[config.mk]
export PLATFORM = sky130hd
export DESIGN_NAME = dual_data_pointer_unit
export DESIGN_NICKNAME = d
export VERILOG_FILES = /design/src/design/dptr_pkg.sv /design/src/design/dual_data_pointer_unit.sv /design/src/design/ptr_step.sv
export VERILOG_INCLUDE_DIRS = /design/src /design/src/design
export SDC_FILE = /design/constraint.sdc
export NUM_CORES = 1
export LEC_CHECK = 0
export BUFFER_PORTS_ARGS = -buffer_cell sky130_fd_sc_hd__buf_2
export CORE_MARGIN = 4
export CORE_UTILIZATION = 41
export DETAILED_ROUTE_END_ITERATION = 10
export SYNTH_ARGS = -nofsm -noshare
export SYNTH_HDL_FRONTEND = slang
export SYNTH_HIERARCHICAL = 1
export SYNTH_SLANG_ARGS = --single-unit
[constraint.sdc]
create_clock -name clk_i -period 3.7 [get_ports clk_i]
set_input_delay 0.74 -clock clk_i [delete_from_list [all_inputs] [get_ports clk_i]]
set_output_delay 0.74 -clock clk_i [all_outputs]
set_load 0.05 [all_outputs]
[src/design/dptr_params.svh]
`ifndef DPTR_PARAMS_SVH
`define DPTR_PARAMS_SVH
// ==================================================================
// Register addresses of the pointer unit.
`define ADDR_SEL_LOW   8'h82
`define ADDR_SEL_HIGH  8'h83
`define ADDR_ALT_LOW   8'hD4
`define ADDR_ALT_HIGH  8'hD5
`define ADDR_AUX_ONE   8'hA2
`define ADDR_PTR_CFG   8'hA1
// ==================================================================
// Field positions.
`define AUX_SEL_BIT    0
`define AUX_ZERO_BIT   2
`define CFG_DEC0_BIT   4
`define CFG_DEC1_BIT   5
`define CFG_UPD0_BIT   6
`define CFG_UPD1_BIT   7
// ==================================================================
// Reset values and opcodes.
`define PTR_RESET      16'h0000
`define CFG_RESET      4'h0
`define AUX_OTHER_RST  4'h0
`define PREFIX_OPCODE  8'hA5
`define BYTE_ZERO      8'h00
`endif

[src/design/dptr_pkg.sv]
package dptr_pkg;
  // ================================================================
  // Pointer operations requested by the instruction decoder.
  typedef enum logic [6:0] {
    OP_NONE  = 7'b000_0001,
    OP_LOAD  = 7'b000_0010,
    OP_INC   = 7'b000_0100,
    OP_CODE  = 7'b000_1000,
    OP_XRD   = 7'b001_0000,
    OP_XWR   = 7'b010_0000,
    OP_JMP   = 7'b100_0000
  } ptr_op_t;
endpackage

[src/design/dual_data_pointer_unit.sv]
`timescale 1ns/1ps
`include "dptr_params.svh"
// Overview of operation
// - two independent 16-bit address pointers
// - select bit picks default pointer
// - selected pointer at 82H and 83H
// - other pointer at D4H and D5H
// - byte pair mapping swaps with select
// - auxiliary bit 2 reads zero always
// - prefix A5H inverts pointer choice
// - indirect jump ignores the prefix
// - load, increment, reads, writes obey prefix
// - direction bit turns increment into decrement
// - direction bits steer auto updates too
// - enabled auto update after memory access
// - select is auxiliary A2H bit 0
// - configuration upper nibble resets zero
module dual_data_pointer_unit
  import dptr_pkg::*;
#(
  parameter int PTR_W = 16
) (
  input  wire logic             clk_i,
  input  wire logic             rst_i,
  input  wire logic [7:0]       sfr_addr_i,
  input  wire logic             sfr_wr_i,
  input  wire logic [7:0]       sfr_wdata_i,
  output logic      [7:0]       sfr_rdata_o,
  output logic                  sfr_hit_o,
  input  wire logic             opcode_valid_i,
  input  wire logic [7:0]       opcode_i,
  input  wire dptr_pkg::ptr_op_t op_i,
  input  wire logic [PTR_W-1:0] load_value_i,
  output logic      [PTR_W-1:0] active_ptr_o,
  output logic      [PTR_W-1:0] jump_ptr_o,
  output logic                  pointer_select_o
);
  import dptr_pkg::*;

  initial begin
    if (PTR_W != 16) $error("pointer width must be 16");
  end

  // ================================================================
  // State.
  logic [PTR_W-1:0] ptr_reg [2];
  logic [PTR_W-1:0] ptr_next [2];
  logic             sel_reg, sel_next;
  logic [3:0]       aux_other_reg, aux_other_next; // Bits 6..3 kept as 4 user bits; bit 7 reads zero.
  logic [3:0]       cfg_reg, cfg_next;     // Upper nibble: upd1 upd0 dec1 dec0.
  logic             prefix_reg, prefix_next;
  logic [PTR_W-1:0] step_out [2];
  logic             down [2];
  logic             use_idx;

  // Decrement direction for each pointer.
  assign down[0] = cfg_reg[`CFG_DEC0_BIT-4];
  assign down[1] = cfg_reg[`CFG_DEC1_BIT-4];

  // Stepper per pointer.
  for (genvar g = 0; g < 2; g++) begin : g_step
    ptr_step #(.WIDTH(PTR_W)) u_step (
      .value_i  (ptr_reg[g]),
      .down_i   (down[g]),
      .result_o (step_out[g])
    );
  end

  // Pointer used by an instruction; prefix inverts the select bit.
  assign use_idx = sel_reg ^ prefix_reg;

  // ================================================================
  // Next-state logic.
  always_comb begin
    ptr_next[0]    = ptr_reg[0];
    ptr_next[1]    = ptr_reg[1];
    sel_next       = sel_reg;
    aux_other_next = aux_other_reg;
    cfg_next       = cfg_reg;
    prefix_next    = prefix_reg;
    // Prefix flag arms on A5H and is spent by the next opcode.
    if (opcode_valid_i) begin
      prefix_next = (opcode_i == `PREFIX_OPCODE) && !prefix_reg;
    end
    // Instruction effects on the pointers.
    case (op_i)
      OP_LOAD: ptr_next[use_idx] = load_value_i;
      OP_INC:  ptr_next[use_idx] = step_out[use_idx];
      OP_CODE, OP_XRD, OP_XWR: begin
        // Post-update when enabled for the pointer used.
        if (cfg_reg[`CFG_UPD0_BIT-4 + 32'(use_idx)]) begin
          ptr_next[use_idx] = step_out[use_idx];
        end
      end
      OP_NONE, OP_JMP: begin
        // No pointer changes; the jump only reads jump_ptr_o.
      end
      default: begin
        // Codes outside the one-hot set are ignored.
      end
    endcase
    // Register writes; selected pair follows the select bit.
    if (sfr_wr_i) begin
      case (sfr_addr_i)
        `ADDR_SEL_LOW:  ptr_next[sel_reg][7:0]   = sfr_wdata_i;
        `ADDR_SEL_HIGH: ptr_next[sel_reg][15:8]  = sfr_wdata_i;
        `ADDR_ALT_LOW:  ptr_next[!sel_reg][7:0]  = sfr_wdata_i;
        `ADDR_ALT_HIGH: ptr_next[!sel_reg][15:8] = sfr_wdata_i;
        `ADDR_AUX_ONE: begin
          sel_next       = sfr_wdata_i[`AUX_SEL_BIT];
          aux_other_next = sfr_wdata_i[6:3];                     // Bit 2 ignored.
        end
        `ADDR_PTR_CFG:  cfg_next = sfr_wdata_i[7:4];
        default: begin
          // Unmapped addresses are ignored.
        end
      endcase
    end
  end

  // Register update.
  always_ff @(posedge clk_i) begin
    if (rst_i) begin
      ptr_reg[0]    <= `PTR_RESET;
      ptr_reg[1]    <= `PTR_RESET;
      sel_reg       <= 1'b0;
      aux_other_reg <= `AUX_OTHER_RST;
      cfg_reg       <= `CFG_RESET;
      prefix_reg    <= 1'b0;
    end else begin
      ptr_reg[0]    <= ptr_next[0];
      ptr_reg[1]    <= ptr_next[1];
      sel_reg       <= sel_next;
      aux_other_reg <= aux_other_next;
      cfg_reg       <= cfg_next;
      prefix_reg    <= prefix_next;
    end
  end

  // ================================================================
  // Read path and pointer outputs.
  always_comb begin
    sfr_hit_o   = 1'b1;
    sfr_rdata_o = `BYTE_ZERO;
    case (sfr_addr_i)
      `ADDR_SEL_LOW:  sfr_rdata_o = ptr_reg[sel_reg][7:0];
      `ADDR_SEL_HIGH: sfr_rdata_o = ptr_reg[sel_reg][15:8];
      `ADDR_ALT_LOW:  sfr_rdata_o = ptr_reg[!sel_reg][7:0];
      `ADDR_ALT_HIGH: sfr_rdata_o = ptr_reg[!sel_reg][15:8];
      `ADDR_AUX_ONE:  sfr_rdata_o = {1'b0, aux_other_reg, 1'b0, 1'b0, sel_reg};
      `ADDR_PTR_CFG:  sfr_rdata_o = {cfg_reg, 4'h0};
      default:        sfr_hit_o = 1'b0;
    endcase
  end

  assign active_ptr_o     = ptr_reg[use_idx];
  assign jump_ptr_o       = ptr_reg[sel_reg];
  assign pointer_select_o = sel_reg;
endmodule // dual_data_pointer_unit

[src/design/ptr_step.sv]
`timescale 1ns/1ps
// ==================================================================
// Wrapping plus or minus one on a pointer.
module ptr_step #(
  parameter int WIDTH = 16
) (
  input  wire logic [WIDTH-1:0] value_i,
  input  wire logic             down_i,
  output logic      [WIDTH-1:0] result_o
);
  initial begin
    if (WIDTH < 2) $error("ptr_step width too small");
  end
  // Step wraps modulo two to the width, no flags produced.
  always_comb begin
    result_o = down_i ? value_i - WIDTH'(1) : value_i + WIDTH'(1);
  end
endmodule // ptr_step

==> impl_metrics.json <==
{
  "status": "complete, no violations",
  "synth_fp_nets": 913,
  "antenna_found_initial": 0,
  "synth_top_flop_cell": "dfxtp_1",
  "holdWs_ns": 0.472,
  "die_w_um": 128,
  "drtAntennaViolNets": 0,
  "slew_headroom": 0.166,
  "switchingPower_uw": 362,
  "clock_path_buffers": 2,
  "drtIter0Drc": 895,
  "setup_tns_ns": 0,
  "drive_gt1_frac": 0.190,
  "total_power_mw": 1.15,
  "ys_warn_count": 6,
  "largest_register_ffs": 32,
  "nets": 989,
  "switching_share": 0.316,
  "clock_latency_ns": 0.30,
  "startpoint_type": "input port",
  "antennaDiodeCount": 0,
  "portBuffers": 92,
  "fmax_ghz": 0.297,
  "ys_types": 78,
  "cts_resized": 0,
  "drt_pass1_iterations": 5,
  "cts_tree": "built",
  "worstReg2RegStart": "cfg_reg[0]$_SDFFE_PP0P_",
  "die_area_um2": 16400,
  "clkTransAtPathRegs_ns": 0.07,
  "h-tree-depth": 2,
  "endpoint_kind": "output pin",
  "ioPinCount": 93,
  "cell_internal_pwr_uw": 785,
  "rows": 43,
  "fin_crit_ns": 3.37,
  "wl_per_cell_um": 22.2,
  "worst_clock_skew_ns": 0.00934,
  "crit_start": "sfr_addr_i[4]",
  "critical_path_class": "input port to output pin",
  "cellPowerDensity_nw_per_um2": 170,
  "cp_data_arrival_time_ns": 2.63,
  "tightest_slew_ns": 1.25,
  "cts-buffers-inserted": 5,
  "synth_edf_count": 0,
  "grt_pass1_vias": 6383,
  "gr-total-overflow": 0,
  "start_util": 0.422,
  "grt_max_degree": 33,
  "finalSetupViolations": 0,
  "met3_usage": 0.0367,
  "die_y_um": 128,
  "synth_seq_area_share": 0.146,
  "layout_common_cells": "111 x nand2_1, 92 x buf_2, 84 x o21ai_0, 62 x a21oi_1, 57 x nor2_1",
  "area_growth_pct": 14.4,
  "dp_hpwl_mm": 18.0,
  "gr-usage-met1": 0.397,
  "design_area_um2": 6750,
  "root_buffer": "clkbuf_16",
  "maxCapViolCount": 0,
  "worstPathMaxFanout": 5,
  "power_leakage_nw": 2.68,
  "ys_ff_latch": 43,
  "min_period_over_period": 0.911,
  "cts.sinks": 43,
  "vias_per_cell": 6.55,
  "ctsHoldBuffers": 0,
  "cts_setup_buffers": 0,
  "slew_viol_final": 0,
  "final_common_cell": "nand2_1",
  "synthArstFlopShare": 0,
  "synth_area_um2": 5900,
  "rsz0062_at_grt": "false",
  "fp.coreArea_um2": 14000,
  "ir_worst_vdd_mv": 0.151,
  "grt_pass1_wl_mm": 36.9,
  "postSynthCellCount": 832,
  "grt_use_met2": 0.446,
  "power_frac_clock": 0.408,
  "p_seq_frac": 0.409,
  "syn_area_per_cell_um2": 7.10,
  "placed_area_um2": 6610,
  "vias": 7137,
  "hold_start": "aux_other_reg[0]$_SDFFE_PP0P_",
  "track_usage": 0.287,
  "drc": 0,
  "p_comb_frac": 0.183,
  "gp_congestion": 0.931,
  "worstPathRequired_ns": 2.96,
  "wl_mm": 24.2,
  "top_usage_layer": "met2",
  "finalHoldViolCount": 0,
  "hold_class": "flop to flop"
}
==> metrics by stage <==
stage | worst slack, ns | cells | util
2_1_floorplan | -0.259 | 832 | -
3_3_place_gp | 0.413 | 1081 | 0.473
3_5_place_dp | 0.376 | 1081 | 0.473
4_1_cts | 0.367 | 1089 | 0.483
5_1_grt | 0.106 | 1089 | 0.483
6_report | 0.329 | 1089 | 0.483
==> kinds of logic (layout without fill, tap and decap cells) <==
kind of cell	Yosys count	after routing	share of synthesized area
flip-flops	43	43	0.146
adder cells (fa/ha/maj)	30	30	0.0661
multiplexers	27	27	0.0564
AND/OR/NAND/NOR	314	314	0.271
AO/OA/AOI/OAI	311	311	0.360
XOR/XNOR	30	30	0.0458
buffers and inverters	77	154	0.0555
==> layout make-up <==
cell class              count  area [µm²]
inverters                  20        75.1
well taps                 180         225
clock buffers               6         129
repair buffers            126         716
fillers                  1462        7240
clock inverters             2        12.5
flip-flops and latches     43         861
multi-input cells         712        4730
==> routing by layer <==
metal,routed length [µm],share of wire,vias up
met2,10900,0.45,414
met4,994,0.041,0
met1,10100,0.42,3330
met5,0,0,-
li1,-,-,3316
met3,2290,0.095,77
==> power by group through the flow <==
stage	sequential (mW)	combinational [mW]	clock, mW
global route	0.469	0.222	0.486
CTS	0.469	0.205	0.466
floorplan	0.478	0.117	0
detailed placement	0.480	0.204	0
global placement	0.480	0.205	0
finish	0.469	0.210	0.468
==> cell usage after synthesis (16+ instances only) <==
cell type,instances,area (µm²)
a311oi_1,24,210
dfxtp_1,43,861
nand2_1,111,417
xnor2_1,18,158
clkbuf_1,34,128
nor3b_1,21,158
a221oi_1,16,140
buf_2,18,90.1
o21ai_0,84,420
ha_1,28,350
inv_1,20,75.1
nor2_1,57,214
a21oi_1,62,310
nand3_1,31,155
==> critical path: stages <==
cell      delay, ns
buf_2          0.11
or4b_1         0.58
nor3b_2        0.35
and3_1         0.30
o21ai_0        0.11
o211ai_1       0.13
buf_2          0.30
==> final timing paths <==
check,to,slack [ns],cells after the start
max reg2reg,ptr_reg[0][8]$_SDFF_PP0_,0.37,12
min reg2reg,aux_other_reg[0]$_SDFFE_PP0P_,0.47,2
min,aux_other_reg[0]$_SDFFE_PP0P_,0.47,2
max,sfr_rdata_o[0],0.33,7
Power figures use the tool's default switching activity.
